<file path="src/hdl/aofr_pkg.sv">
package aofr_pkg;
  localparam int           CLK_FREQ_HZ  = 20_000_000;
  localparam int           TICK_MS      = 1;
  localparam int           TICK_CYCLES  = CLK_FREQ_HZ / 1000 * TICK_MS;
  localparam int           NUM_CH       = 2;

  localparam logic [7:0]   ADDR_CTRL    = 8'h00;
  localparam logic [7:0]   ADDR_FBVAL0  = 8'h04;
  localparam logic [7:0]   ADDR_FBVAL1  = 8'h08;
  localparam logic [7:0]   ADDR_PERIOD  = 8'h0c;
  localparam logic [7:0]   ADDR_STATUS  = 8'h10;

  localparam int           CTRL_MODE_LSB  = 0;
  localparam int           CTRL_SCALE_LSB = 4;
  localparam logic [1:0]   MODE_RESET   = 2'h0;
  localparam logic [2:0]   SCALE_RESET  = 3'h0;
  localparam logic [15:0]  FBVAL_RESET  = 16'h0000;
  localparam logic [7:0]   PERIOD_RESET = 8'h0a;
  localparam logic [7:0]   PERIOD_MIN   = 8'h05;

  localparam logic [7:0]   PRM_LEN      = 8'h01;
  localparam logic [7:0]   PRM_IDX_LO   = 8'h10;
  localparam logic [7:0]   PRM_IDX_HI   = 8'h23;
  localparam logic [7:0]   PRM_SUBIDX   = 8'h00;

  localparam logic signed [15:0] FB_MIN_1_5 = -16'sd768;

  typedef enum logic [2:0] {
    SCALE_1_5  = 3'h0,
    SCALE_0_5  = 3'h1,
    SCALE_0_10 = 3'h2,
    SCALE_PM5  = 3'h3,
    SCALE_PM10 = 3'h4
  } aofr_scale_t;

  function automatic logic aofr_in_range(input logic [2:0] sc, input logic signed [15:0] v);
    case (sc)
      SCALE_1_5:             return v >= FB_MIN_1_5;
      SCALE_0_5, SCALE_0_10: return !v[15];
      SCALE_PM5, SCALE_PM10: return 1'b1;
      default:               return 1'b0;
    endcase
  endfunction
endpackage

</file>
<file path="src/hdl/aofr_chan.sv">
`timescale 1ns/100ps
`default_nettype none
module aofr_chan
  import aofr_pkg::*;
(
  input  wire logic        pclk,
  input  wire logic        presetn,
  input  wire logic        ms_tick,
  input  wire logic [7:0]  period,
  input  wire logic        comm_ok,
  input  wire logic        upd_valid,
  input  wire logic [15:0] upd_data,
  input  wire logic        mode_hold,
  input  wire logic [15:0] fb_count,
  output logic [15:0]      dac_data,
  output logic             dac_write,
  output logic             in_fallback
);
  typedef enum logic {ST_RUN, ST_FALLBACK} aofr_chst_t;
  aofr_chst_t  st_reg;
  logic [15:0] last_rx_reg;
  logic [7:0]  age_reg;
  logic        refresh;

  assign refresh = ms_tick && (age_reg + 8'h01 >= period);

  always_ff @(posedge pclk or negedge presetn) begin
    if (!presetn) begin
      last_rx_reg <= 16'h0000;
    end else if (upd_valid) begin
      last_rx_reg <= upd_data;
    end
  end

  always_ff @(posedge pclk or negedge presetn) begin
    if (!presetn) begin
      st_reg    <= ST_RUN;
      dac_data  <= 16'h0000;
      dac_write <= 1'b0;
      age_reg   <= 8'h00;
    end else begin
      dac_write <= 1'b0;
      age_reg   <= ms_tick ? age_reg + 8'h01 : age_reg;
      case (st_reg)
        ST_RUN: begin
          if (!comm_ok) begin
            st_reg    <= ST_FALLBACK;
            dac_write <= 1'b1;
            age_reg   <= 8'h00;
            if (!mode_hold) begin
              dac_data <= fb_count;
            end
          end else if (upd_valid) begin
            dac_data  <= upd_data;
            dac_write <= 1'b1;
            age_reg   <= 8'h00;
          end else if (refresh) begin
            dac_write <= 1'b1;
            age_reg   <= 8'h00;
          end
        end
        ST_FALLBACK: begin
          if (comm_ok) begin
            st_reg    <= ST_RUN;
            dac_data  <= upd_valid ? upd_data : last_rx_reg;
            dac_write <= 1'b1;
            age_reg   <= 8'h00;
          end else if (refresh) begin
            dac_write <= 1'b1;
            age_reg   <= 8'h00;
          end
        end
        default: st_reg <= ST_RUN;
      endcase
    end
  end

  assign in_fallback = (st_reg == ST_FALLBACK);

  a_refresh_due: assert property (@(posedge pclk) disable iff (!presetn)
    refresh |=> dac_write)
    else $error("refresh not issued");
  a_fb_entry: assert property (@(posedge pclk) disable iff (!presetn)
    (st_reg == ST_RUN && !comm_ok && !mode_hold) |=> in_fallback && dac_data == $past(fb_count))
    else $error("fallback value not applied");
  a_hold_steady: assert property (@(posedge pclk) disable iff (!presetn)
    (in_fallback && !comm_ok) |=> $stable(dac_data))
    else $error("held value changed");
  a_restore_data: assert property (@(posedge pclk) disable iff (!presetn)
    (in_fallback && comm_ok && !upd_valid) |=> !in_fallback && dac_data == $past(last_rx_reg))
    else $error("restore did not drive last data");
  c_fallback: cover property (@(posedge pclk) disable iff (!presetn)
    in_fallback ##1 !in_fallback);
  c_refresh: cover property (@(posedge pclk) disable iff (!presetn)
    refresh && !in_fallback);
endmodule
`default_nettype wire

</file>
<file path="src/hdl/aofr_top.sv">
`timescale 1ns/100ps
`default_nettype none
module aofr_top
  import aofr_pkg::*;
#(
  parameter int MS_CYCLES = TICK_CYCLES
)
(
  input  wire logic        pclk,
  input  wire logic        presetn,
  input  wire logic [7:0]  paddr,
  input  wire logic        psel,
  input  wire logic        penable,
  input  wire logic        pwrite,
  input  wire logic [31:0] pwdata,
  output logic [31:0]      prdata,
  output logic             pready,
  output logic             pslverr,
  input  wire logic        prm_req_valid,
  input  wire logic        prm_req_write,
  input  wire logic [7:0]  prm_req_len,
  input  wire logic [7:0]  prm_req_idx_lo,
  input  wire logic [7:0]  prm_req_idx_hi,
  input  wire logic [7:0]  prm_req_subidx,
  input  wire logic [7:0]  prm_req_data,
  output logic             prm_resp_valid,
  output logic             prm_resp_ok,
  output logic [7:0]       prm_resp_data,
  input  wire logic        comm_ok,
  input  wire logic        out_valid0,
  input  wire logic [15:0] out_data0,
  input  wire logic        out_valid1,
  input  wire logic [15:0] out_data1,
  output logic [15:0]      dac_data0,
  output logic             dac_write0,
  output logic [15:0]      dac_data1,
  output logic             dac_write1,
  output logic [1:0]       fallback_active
);
  logic [1:0]  mode_hold_reg;
  logic [2:0]  scale_reg;
  logic [15:0] fbval_reg [NUM_CH];
  logic [15:0] fb_count  [NUM_CH];
  logic [7:0]  period_reg;
  logic [1:0]  comm_sync_reg;
  logic [15:0] tick_cnt_reg;
  logic        ms_tick_reg;
  logic        wr_en;
  logic        rd_en;
  logic        prm_match;
  logic        prm_wr_ok;
  logic [1:0]  mode_next;
  logic [15:0] dac_data  [NUM_CH];
  logic [1:0]  dac_write;
  logic [1:0]  in_fb;
  logic        upd_valid [NUM_CH];
  logic [15:0] upd_data  [NUM_CH];

  assign wr_en = psel && penable && pwrite && pready;
  assign rd_en = psel && !penable && !pwrite;
  assign prm_match = prm_req_len == PRM_LEN && prm_req_idx_lo == PRM_IDX_LO
                  && prm_req_idx_hi == PRM_IDX_HI && prm_req_subidx == PRM_SUBIDX;
  assign prm_wr_ok = prm_req_valid && prm_req_write && prm_match
                  && prm_req_data >= PERIOD_MIN;
  assign mode_next = (wr_en && paddr == ADDR_CTRL) ? pwdata[CTRL_MODE_LSB +: 2] : mode_hold_reg;

  function automatic logic addr_mapped(input logic [7:0] a);
    return a == ADDR_CTRL || a == ADDR_FBVAL0 || a == ADDR_FBVAL1
        || a == ADDR_PERIOD || a == ADDR_STATUS;
  endfunction

  // Loss of link comes from outside this clock
  always_ff @(posedge pclk or negedge presetn) begin
    if (!presetn) begin
      comm_sync_reg <= 2'b00;
    end else begin
      comm_sync_reg <= {comm_sync_reg[0], comm_ok};
    end
  end

  always_ff @(posedge pclk or negedge presetn) begin
    if (!presetn) begin
      tick_cnt_reg <= 16'h0000;
      ms_tick_reg  <= 1'b0;
    end else if (tick_cnt_reg == 16'(MS_CYCLES - 1)) begin
      tick_cnt_reg <= 16'h0000;
      ms_tick_reg  <= 1'b1;
    end else begin
      tick_cnt_reg <= tick_cnt_reg + 16'h0001;
      ms_tick_reg  <= 1'b0;
    end
  end

  always_ff @(posedge pclk or negedge presetn) begin
    if (!presetn) begin
      pready  <= 1'b0;
      pslverr <= 1'b0;
    end else begin
      pready  <= psel && !penable;
      pslverr <= psel && !penable && !addr_mapped(paddr);
    end
  end

  always_ff @(posedge pclk or negedge presetn) begin
    if (!presetn) begin
      prdata <= 32'h0000_0000;
    end else if (rd_en) begin
      case (paddr)
        ADDR_CTRL:   prdata <= {25'h0, scale_reg, 2'h0, mode_hold_reg};
        ADDR_FBVAL0: prdata <= {16'h0, fbval_reg[0]};
        ADDR_FBVAL1: prdata <= {16'h0, fbval_reg[1]};
        ADDR_PERIOD: prdata <= {24'h0, period_reg};
        ADDR_STATUS: prdata <= {29'h0, in_fb, comm_sync_reg[1]};
        default:     prdata <= 32'h0000_0000;
      endcase
    end
  end

  always_ff @(posedge pclk or negedge presetn) begin
    if (!presetn) begin
      mode_hold_reg <= MODE_RESET;
      scale_reg     <= SCALE_RESET;
    end else if (wr_en && paddr == ADDR_CTRL) begin
      mode_hold_reg <= pwdata[CTRL_MODE_LSB +: 2];
      scale_reg     <= pwdata[CTRL_SCALE_LSB +: 3];
    end
  end

  for (genvar i = 0; i < NUM_CH; i++) begin : g_fb
    logic [7:0] fb_addr;
    assign fb_addr = (i == 0) ? ADDR_FBVAL0 : ADDR_FBVAL1;
    always_ff @(posedge pclk or negedge presetn) begin
      if (!presetn) begin
        fbval_reg[i] <= FBVAL_RESET;
      end else if (mode_next[i]) begin
        fbval_reg[i] <= 16'h0000;
      end else if (wr_en && paddr == fb_addr) begin
        fbval_reg[i] <= pwdata[15:0];
      end
    end
    assign fb_count[i] = aofr_in_range(scale_reg, fbval_reg[i]) ? fbval_reg[i] : 16'h0000;
  end

  always_ff @(posedge pclk or negedge presetn) begin
    if (!presetn) begin
      period_reg <= PERIOD_RESET;
    end else if (prm_wr_ok) begin
      period_reg <= prm_req_data;
    end else if (wr_en && paddr == ADDR_PERIOD && pwdata[7:0] >= PERIOD_MIN) begin
      period_reg <= pwdata[7:0];
    end
  end

  always_ff @(posedge pclk or negedge presetn) begin
    if (!presetn) begin
      prm_resp_valid <= 1'b0;
      prm_resp_ok    <= 1'b0;
      prm_resp_data  <= 8'h00;
    end else begin
      prm_resp_valid <= prm_req_valid;
      prm_resp_ok    <= prm_req_valid && prm_match
                     && (!prm_req_write || prm_req_data >= PERIOD_MIN);
      prm_resp_data  <= prm_req_valid ? period_reg : 8'h00;
    end
  end

  assign upd_valid[0] = out_valid0;
  assign upd_valid[1] = out_valid1;
  assign upd_data[0]  = out_data0;
  assign upd_data[1]  = out_data1;

  for (genvar i = 0; i < NUM_CH; i++) begin : g_ch
    aofr_chan u_chan (
      .pclk        (pclk),
      .presetn     (presetn),
      .ms_tick     (ms_tick_reg),
      .period      (period_reg),
      .comm_ok     (comm_sync_reg[1]),
      .upd_valid   (upd_valid[i]),
      .upd_data    (upd_data[i]),
      .mode_hold   (mode_hold_reg[i]),
      .fb_count    (fb_count[i]),
      .dac_data    (dac_data[i]),
      .dac_write   (dac_write[i]),
      .in_fallback (in_fb[i])
    );
  end

  assign dac_data0       = dac_data[0];
  assign dac_data1       = dac_data[1];
  assign dac_write0      = dac_write[0];
  assign dac_write1      = dac_write[1];
  assign fallback_active = in_fb;

  a_period_range: assert property (@(posedge pclk) disable iff (!presetn)
    period_reg >= PERIOD_MIN)
    else $error("period below minimum");
  a_prm_write: assert property (@(posedge pclk) disable iff (!presetn)
    prm_wr_ok |=> period_reg == $past(prm_req_data) && prm_resp_valid && prm_resp_ok)
    else $error("parameter write not taken");
  a_hold_zero: assert property (@(posedge pclk) disable iff (!presetn)
    mode_hold_reg[0] |-> fbval_reg[0] == 16'h0000)
    else $error("hold channel value not zero");
  a_range_zero: assert property (@(posedge pclk) disable iff (!presetn)
    !aofr_in_range(scale_reg, fbval_reg[1]) |-> fb_count[1] == 16'h0000)
    else $error("out of range value applied");
  a_apb_ready: assert property (@(posedge pclk) disable iff (!presetn)
    (psel && !penable) |=> pready ##1 !pready)
    else $error("ready timing wrong");
  c_prm_ok: cover property (@(posedge pclk) disable iff (!presetn) prm_wr_ok);
  c_hold_mode: cover property (@(posedge pclk) disable iff (!presetn)
    mode_hold_reg[1] && in_fb[1]);
endmodule
`default_nettype wire

</file>
<file path="config.mk">
export PLATFORM = sky130hd
export DESIGN_NAME = aofr_top
export DESIGN_NICKNAME = d
export VERILOG_FILES = /design/src/hdl/aofr_pkg.sv /design/src/hdl/aofr_chan.sv /design/src/hdl/aofr_top.sv
export SDC_FILE = /design/constraint.sdc
export NUM_CORES = 1
export LEC_CHECK = 0
export ABC_AREA = 1
export BUFFER_PORTS_ARGS = -buffer_cell sky130_fd_sc_hd__clkbuf_2
export CAP_MARGIN = 20
export CORE_MARGIN = 1.5
export CORE_UTILIZATION = 25
export DETAILED_ROUTE_END_ITERATION = 8
export SLEW_MARGIN = 30
export SYNTH_ARGS = -nofsm -noshare
export SYNTH_HDL_FRONTEND = slang
export SYNTH_SLANG_ARGS = --single-unit
</file>
<file path="constraint.sdc">
create_clock -name pclk -period 2.8 [get_ports pclk]
set_input_delay 0.28 -clock pclk [delete_from_list [all_inputs] [get_ports pclk]]
set_output_delay 0.28 -clock pclk [all_outputs]
set_load 0.02 [all_outputs]
</file>
==> results.txt, run 1 <==
----------------------------------------------------
[Clocking]
  Worst-Skew Late Latency ... 0.45 ns
  Clk sink count ... 175
  Clock tree from TritonCTS ... built
  CTS clk-pin slew, worst paths ... 0.07 ns
  Postcts setup bufs ... 0
  Level count of the clock H-tree ... 4
  Cell at the root of the clock tree ... sky130_fd_sc_hd__clkbuf_16
  Clk buf depth ... 2
  Number of buffers inserted during clock tree synthesis ... 17

[Placement]
  Cell area reported after detailed placement ... 10600 um^2
  IO buf count ... 169
  Final RePlAce weighted congestion ... 0.881
  Worst setup slack after placement ... 0.371 ns
  Hpwl dp ... 20800 um

[Power and ir drop]
  Leakage power of the design ... 5.77 nW
  Post-layout power ... 6.17 mW
  Power density cells ... 545 nW/um^2
  Worst ir drop on vdd ... 417 uV

[Timing]
  Final worst path period share ... 87.0%
  Worst relative slew slack ... 42.7%
  Final worst setup slack ... 0.363 ns
  Final setup vio count ... 0
  Transition at the pin with the smallest max-transition slack ... 0.859 ns
  Clock period minus worst slack ... 2.44 ns
  Setup repair after global routing missed its margin ... false
  Max Transition Viols Final ... 0
  Number of endpoints with negative hold slack in the final report ... 0
  Setup_tns ... 0 ns
  Worst Skew ... 0.0138 ns
  FMAX ... 410 MHz

[Setup path]
  Cell type of the slowest stage on the worst timing path ... sky130_fd_sc_hd__dfrtp_1
  Startpoint type of the worst setup path ... flip-flop
  Chain of cells forming the critical path ... nand2_2, buf_4, inv_1, nand2_1, nand2_1, inv_1, nor2_1, a21oi_1
  Dominant delay contributor by cell family on the critical path ... simple AND/OR/NAND/NOR gates
  Worst Path Required ... 3.12 ns
  Largest fanout of any net on the critical path ... 17
  Arrival time at the worst endpoint ... 2.75 ns
  Maximum single-stage delay on the critical path ... 0.61 ns
  Buffering stage count on the worst path with inverters included ... 3
  Critical Setup Path Class ... reg -> reg
  Crit. End Element ... flip-flop

[Floorplan]
  Total I/O pin count ... 202
  Die Outline Area ... 38500 um^2
  Horiz. Die Dim ... 196 um
  Area of the core region ... 36700 um^2
  Vertical die dimension ... 196 um
  Initial core utilization ... 25.4%
  Site row count ... 70

[Routing]
  Post-detailed-route count of antenna-violating nets ... 0
  Number of vias after detailed routing ... 8055
  Vias per Instance ... 4.46
  First-iteration detailed-routing DRC count ... 612
  Overall routed net length ... 27400 um
  WL per Instance ... 15.2 um
  DRT Pass-1 Iters ... 5
  Drt drc ... 0

[Global route]
  GR Util All Layers ... 14.4%
  Antenna violations before repair ... 2
  Via count of the first global-routing pass ... 7574
  Global-route wire length before repair ... 42600 um
  Maximum number of pins on one net before global-route repair ... 67
  Remaining global-route overflow ... 0

[Logic synthesis]
  Most frequent cell after synthesis ... sky130_fd_sc_hd__nand2_1
  Top flip-flop cell by instance count after synthesis ... sky130_fd_sc_hd__dfrtp_1
  Leading post-synthesis cells by cell area ... sky130_fd_sc_hd__dfrtp_1 46%, sky130_fd_sc_hd__nand2_1 9.5%, sky130_fd_sc_hd__inv_1 7.2%
  Number of synthesized flops with an enable pin ... 0
  Register bit total from synthesis ... 175
  Post-Synthesis Mean Instance Area ... 8.01 um^2
  Top cell type by total area after synthesis ... sky130_fd_sc_hd__dfrtp_1
  Asr flop ratio synth ... 100%
  Yosys warning count ... 0
  Cells after Synth ... 1164
  Combined area of all synthesized cells ... 9320 um^2
  Area share of the largest cell type after synthesis ... 46.4%
  Distinct cells, synth ... 46
  Most numerous cell types in the synthesized netlist ... 237 x sky130_fd_sc_hd__nand2_1, 179 x sky130_fd_sc_hd__inv_1, 173 x sky130_fd_sc_hd__dfrtp_1
  Fraction of the yosys area taken by sequential cells ... 47.0%

[Cells and area]
  Area growth from synthesis to final layout ... 21.3%
  Net count reported at finish ... 1462
  Post-route cell area ... 11300 um^2
  Fraction of final layout cells with drive strength greater than 1 ... 19.3%

[Job]
  Number of maximum-capacitance violations ... 0

[Worst hold path]
  Hold crit path type ... in -> reg

[Run status]
  Run status ... complete, no violations

----------------------------------------------------
repair_timing:
item	4_1_cts	5_1_grt
endpoints found under the hold margin	65	0
hold buffers	2	0
gates resized for setup	0	0
cells by family (layout without fill, tap and decap cells):
group                      Yosys count  after routing  synth area share [%]
other                                1             19                0.0402
and+or+nand+nor                    512            512                  24.7
AOI/OAI and AO/OA                  188            188                  12.5
buffers and inverters              248            403                  11.2
adders and majority gates           19             19                  2.55
xor gates and xnor gates            21             21                  1.97
DFF                                175            175                  47.0
power breakdown:
group | internal [mW] | switching [mW] | leakage, nW
Sequential | 2.64 | 0.0614 | 2.26
Combinational | 0.215 | 0.440 | 3.18
Clock | 1.70 | 1.10 | 0.332
Total | 4.56 | 1.61 | 5.77
final cells by class:
| cell class | instances | area, um^2 |
|---|---|---|
| antenna | 3 | 7.51 |
| clock buffer | 19 | 433 |
| clock inverter | 13 | 249 |
| fill | 3928 | 25400 |
| inverter | 188 | 706 |
| multi-input combinational | 756 | 3960 |
| sequential | 175 | 4380 |
| tap | 468 | 586 |
| timing repair buffer | 183 | 987 |
routing by layer:
metal | share of wire [%] | GRT usage [%] | vias to the layer above
met5 | 0 | 0 | -
met4 | 1.1 | 3.36 | 0
met3 | 6.1 | 3.56 | 24
met2 | 46 | 22.8 | 235
met1 | 47 | 19.8 | 3727
li1 | - | - | 4069
layout by cell type (no fill, tap or decap), types with 13 or more instances in the layout:
cell type                   Yosys  final
sky130_fd_sc_hd__a221oi_1      16     16
sky130_fd_sc_hd__conb_1         1     16
sky130_fd_sc_hd__ha_1          19     19
sky130_fd_sc_hd__nand2_1      237    237
sky130_fd_sc_hd__o21ai_0       75     75
sky130_fd_sc_hd__nand3_1       78     78
sky130_fd_sc_hd__nand4_1       38     38
sky130_fd_sc_hd__inv_1        179    179
sky130_fd_sc_hd__a21oi_1       38     38
sky130_fd_sc_hd__dfrtp_1      173    173
sky130_fd_sc_hd__clkbuf_2       0    168
sky130_fd_sc_hd__o211ai_1      16     16
sky130_fd_sc_hd__nor3_1        16     16
sky130_fd_sc_hd__nor2_1       108    108
sky130_fd_sc_hd__clkbuf_16      0     17
sky130_fd_sc_hd__a22oi_1       13     13
sky130_fd_sc_hd__xor2_1        15     15
path summary, 6_finish.rpt:
path / from / end / slack (ns) / cells past startpoint
min in group asynchronous: presetn / g_ch[1].u_chan.dac_data[14]$_DFFE_PN0P_ / 0.43 / 2
min reg2reg: comm_sync_reg[0]$_DFF_PN0_ / comm_sync_reg[1]$_DFF_PN0_ / 0.36 / 0
min: penable / pready$_DFF_PN0_ / 0.07 / 2
max in group asynchronous: presetn / period_reg[1]$_DFFE_PN1P_ / 1.56 / 3
max: comm_sync_reg[1]$_DFF_PN0_ / g_ch[1].u_chan.dac_data[10]$_DFFE_PN0P_ / 0.36 / 8
max reg2reg: comm_sync_reg[1]$_DFF_PN0_ / g_ch[1].u_chan.dac_data[10]$_DFFE_PN0P_ / 0.36 / 8
worst register-to-register path: cells and delay by family (launching register included):
family	cells	cell delay, ns
compound gates	1	0.06
buf+inv	3	0.75
flops	1	0.61
simple gates	4	0.91
per-stage QoR:
stage,hold slack (ns),util (%),cells
floorplan,-0.0156,-,1179
global placement,0.326,28.9,1768
detailed placement,0.339,28.9,1768
CTS,0.0539,30.8,1802
global route,0.0593,30.8,1802
finish,0.0726,30.8,1805
No activity file was read; power rests on OpenSTA's default activity.
==> run 2, diff against run 1 <==
Settings changed: CORE_MARGIN 1.5 to 5, RECOVER_POWER from default to 100, SLEW_MARGIN 30 to 15.
==> run 2 against run 1 <==
Via count rose by 2.4%. Worst hold slack got worse by 0.012 ns. Die area rose by 7.3%. Sequential power barely moved. Sequential share of layout area rose by 0.91 points. Design area fell by 2.3%. Register-to-register slack barely moved. Combinational power fell by 3.2%. Setup slack got worse by 0.0058 ns. Core utilization fell by 0.71 points. Sequential cell count did not move. Critical path depth fell by 1. Critical path type unchanged. Largest power group is now registers. Highest routed layer is now met5.
==> results.txt, run 2 (synthesis results as in run 1) <==
----------------------------------------------------
[Run status]
  Run status ... complete, no violations

[Placement]
  IO buf count ... 169
  Hpwl dp ... 21900 um
  Final RePlAce weighted congestion ... 0.858
  Worst setup slack after placement ... 0.347 ns
  Placed cell count ... 1771

[Floorplan]
  Total I/O pin count ... 202
  Area of the core region ... 36700 um^2
  Vertical die dimension ... 203 um
  Die Outline Area ... 41300 um^2
  Initial core utilization ... 25.4%
  Horiz. Die Dim ... 203 um
  Site row count ... 70

[Clocking]
  CTS clk-pin slew, worst paths ... 0.07 ns
  Worst-Skew Late Latency ... 0.45 ns
  Clk buf depth ... 2
  Level count of the clock H-tree ... 4
  Clk sink count ... 175
  Postcts setup bufs ... 0
  Number of buffers inserted by hold repair at cts ... 2
  Number of buffers inserted during clock tree synthesis ... 17
  Cell at the root of the clock tree ... sky130_fd_sc_hd__clkbuf_16
  Clock tree from TritonCTS ... built
  Post-cts resize count ... 0

[Timing]
  Final setup vio count ... 0
  FMAX ... 409 MHz
  Final worst setup slack ... 0.358 ns
  Worst relative slew slack ... 8.66%
  Number of endpoints with negative hold slack in the final report ... 0
  Setup repair after global routing missed its margin ... false
  Final worst path period share ... 87.2%
  Clock period minus worst slack ... 2.44 ns
  Worst Skew ... 0.0190 ns
  Transition at the pin with the smallest max-transition slack ... 1.37 ns
  Final hold slack ... 0.0610 ns
  Max Transition Viols Final ... 0
  Setup_tns ... 0 ns

[Cells and area]
  Count of non-filler cells in the finished layout ... 1805
  Antenna Cells ... 0
  Most frequent standard cell in the layout excluding fill and tap cells ... sky130_fd_sc_hd__nand2_1
  Net count reported at finish ... 1465
  Area growth from synthesis to final layout ... 18.6%
  Fraction of final layout cells with drive strength greater than 1 ... 13.2%
  Most used cells in the layout excluding fill and tap cells ... 239 x sky130_fd_sc_hd__nand2_1, 179 x sky130_fd_sc_hd__inv_1, 173 x sky130_fd_sc_hd__dfrtp_1, 108 x sky130_fd_sc_hd__nor2_1, 105 x sky130_fd_sc_hd__clkbuf_2

[Setup path]
  Buffering stage count on the worst path with inverters included ... 2
  Crit. End Element ... flip-flop
  Cell type of the slowest stage on the worst timing path ... sky130_fd_sc_hd__o21bai_1
  FF-to-FF Start ... g_ch[0].u_chan.in_fallback$_DFF_PN0_
  Dominant delay contributor by cell family on the critical path ... compound AO/OA/AOI/OAI gates
  Worst-case register-to-register setup slack ... 0.36 ns
  Startpoint type of the worst setup path ... flip-flop
  Arrival time at the worst endpoint ... 2.80 ns
  Worst reg-to-reg path cell count ... 7
  Worst Path Required ... 3.16 ns
  Maximum single-stage delay on the critical path ... 0.56 ns
  Worst reg2reg path endpoint ... g_ch[0].u_chan.dac_data[0]$_DFFE_PN0P_
  Critical Setup Path Class ... reg -> reg
  Largest fanout of any net on the critical path ... 18
  Chain of cells forming the critical path ... inv_2, nand2_2, o21ai_0, o21bai_1, buf_4, nor2_1, a22oi_1

[Global route]
  Global-route wire length before repair ... 44000 um
  Maximum number of pins on one net before global-route repair ... 57
  Remaining global-route overflow ... 0
  GR Util All Layers ... 13.6%
  Antenna violations before repair ... 4
  Via count of the first global-routing pass ... 7848

[Routing]
  Overall routed net length ... 28200 um
  Number of vias after detailed routing ... 8246
  Post-detailed-route count of antenna-violating nets ... 0
  Vias per Instance ... 4.57
  WL per Instance ... 15.6 um
  DRT Pass-1 Iters ... 5
  Drt drc ... 0
  First-iteration detailed-routing DRC count ... 551

[Power and ir drop]
  Power density cells ... 526 nW/um^2
  Worst ir drop on vdd ... 411 uV
  Leakage power of the design ... 5.48 nW

[Worst hold path]
  Hold Path Depth ... 2
  Startpoint of the tightest hold check path ... penable
  Hold crit path type ... in -> reg
  End point of the worst hold path ... pready$_DFF_PN0_

[Job]
  Number of maximum-capacitance violations ... 0

----------------------------------------------------
[run 2: cell count changes in the layout (fill, tap and decap cells not counted), moves of 2 or more]
cell,previous run,this run
sky130_fd_sc_hd__nand2_1,237,239
sky130_fd_sc_hd__buf_12,2,0
sky130_fd_sc_hd__bufinv_16,6,1
sky130_fd_sc_hd__dfstp_2,2,0
sky130_fd_sc_hd__o21ai_2,10,3
sky130_fd_sc_hd__o21ai_0,75,84
sky130_fd_sc_hd__diode_2,3,0
sky130_fd_sc_hd__clkbuf_2,168,105
sky130_fd_sc_hd__clkinv_8,0,4
sky130_fd_sc_hd__buf_4,10,8
sky130_fd_sc_hd__clkbuf_1,2,70
sky130_fd_sc_hd__dfstp_1,0,2
[run 2: worst max path at each step]
| stage | start | end | slack [ns] | cells after the start |
|---|---|---|---|---|
| floorplan | g_ch[1].u_chan.age_reg[0]$_DFF_PN0_ | g_ch[1].u_chan.age_reg[6]$_DFF_PN0_ | 0.68 | 13 |
| CTS | comm_sync_reg[1]$_DFF_PN0_ | g_ch[1].u_chan.dac_data[10]$_DFFE_PN0P_ | 0.34 | 7 |
| detailed placement | comm_sync_reg[1]$_DFF_PN0_ | g_ch[1].u_chan.dac_data[10]$_DFFE_PN0P_ | 0.35 | 7 |
| global placement | g_ch[0].u_chan.in_fallback$_DFF_PN0_ | g_ch[1].u_chan.dac_data[5]$_DFFE_PN0P_ | 0.39 | 8 |
| global route | g_ch[0].u_chan.age_reg[0]$_DFF_PN0_ | g_ch[0].u_chan.age_reg[7]$_DFF_PN0_ | 0.06 | 13 |
| finish | g_ch[0].u_chan.in_fallback$_DFF_PN0_ | g_ch[0].u_chan.dac_data[0]$_DFFE_PN0P_ | 0.36 | 7 |
[run 2: routing by layer]
metal	global-route usage, %	routed length (um)
met1	18.7	13000
met2	21.3	13100
met3	3.19	1560
met4	3.88	493
met5	0	66
[run 2: layout make-up]
| cell class | count | area (um^2) |
|---|---|---|
| clock inverters | 15 | 191 |
| well taps | 468 | 586 |
| clock buffers | 17 | 425 |
| inverters | 188 | 706 |
| multi-input cells | 756 | 3890 |
| repair buffers | 186 | 876 |
| fillers | 3964 | 25600 |
| flip-flops and latches | 175 | 4380 |
[run 2: per-stage QoR]
step	utilization, %	power (mW)	area (um^2)
5_1_grt	30.1	6.09	11100
4_1_cts	30.6	5.93	11200
6_report	30.1	5.81	11100
2_1_floorplan	-	3.11	9380
3_5_place_dp	28.9	3.42	10600
3_3_place_gp	28.9	3.41	10600
[run 2: worst reg2reg max path, cell delays in order (launching register included)]
cell and delay [ns]:
sky130_fd_sc_hd__dfrtp_1 0.50, sky130_fd_sc_hd__inv_2 0.14, sky130_fd_sc_hd__nand2_2 0.19, sky130_fd_sc_hd__o21ai_0 0.36, sky130_fd_sc_hd__o21bai_1 0.56, sky130_fd_sc_hd__buf_4 0.38
sky130_fd_sc_hd__nor2_1 0.07, sky130_fd_sc_hd__a22oi_1 0.15
[run 2: report_power, final]
group | internal (mW) | leakage [nW] | switching, mW
clock | 1.29 | 0.297 | 1.19
combinational | 0.188 | 2.92 | 0.446
sequential | 2.64 | 2.26 | 0.0608
total | 4.12 | 5.48 | 1.69
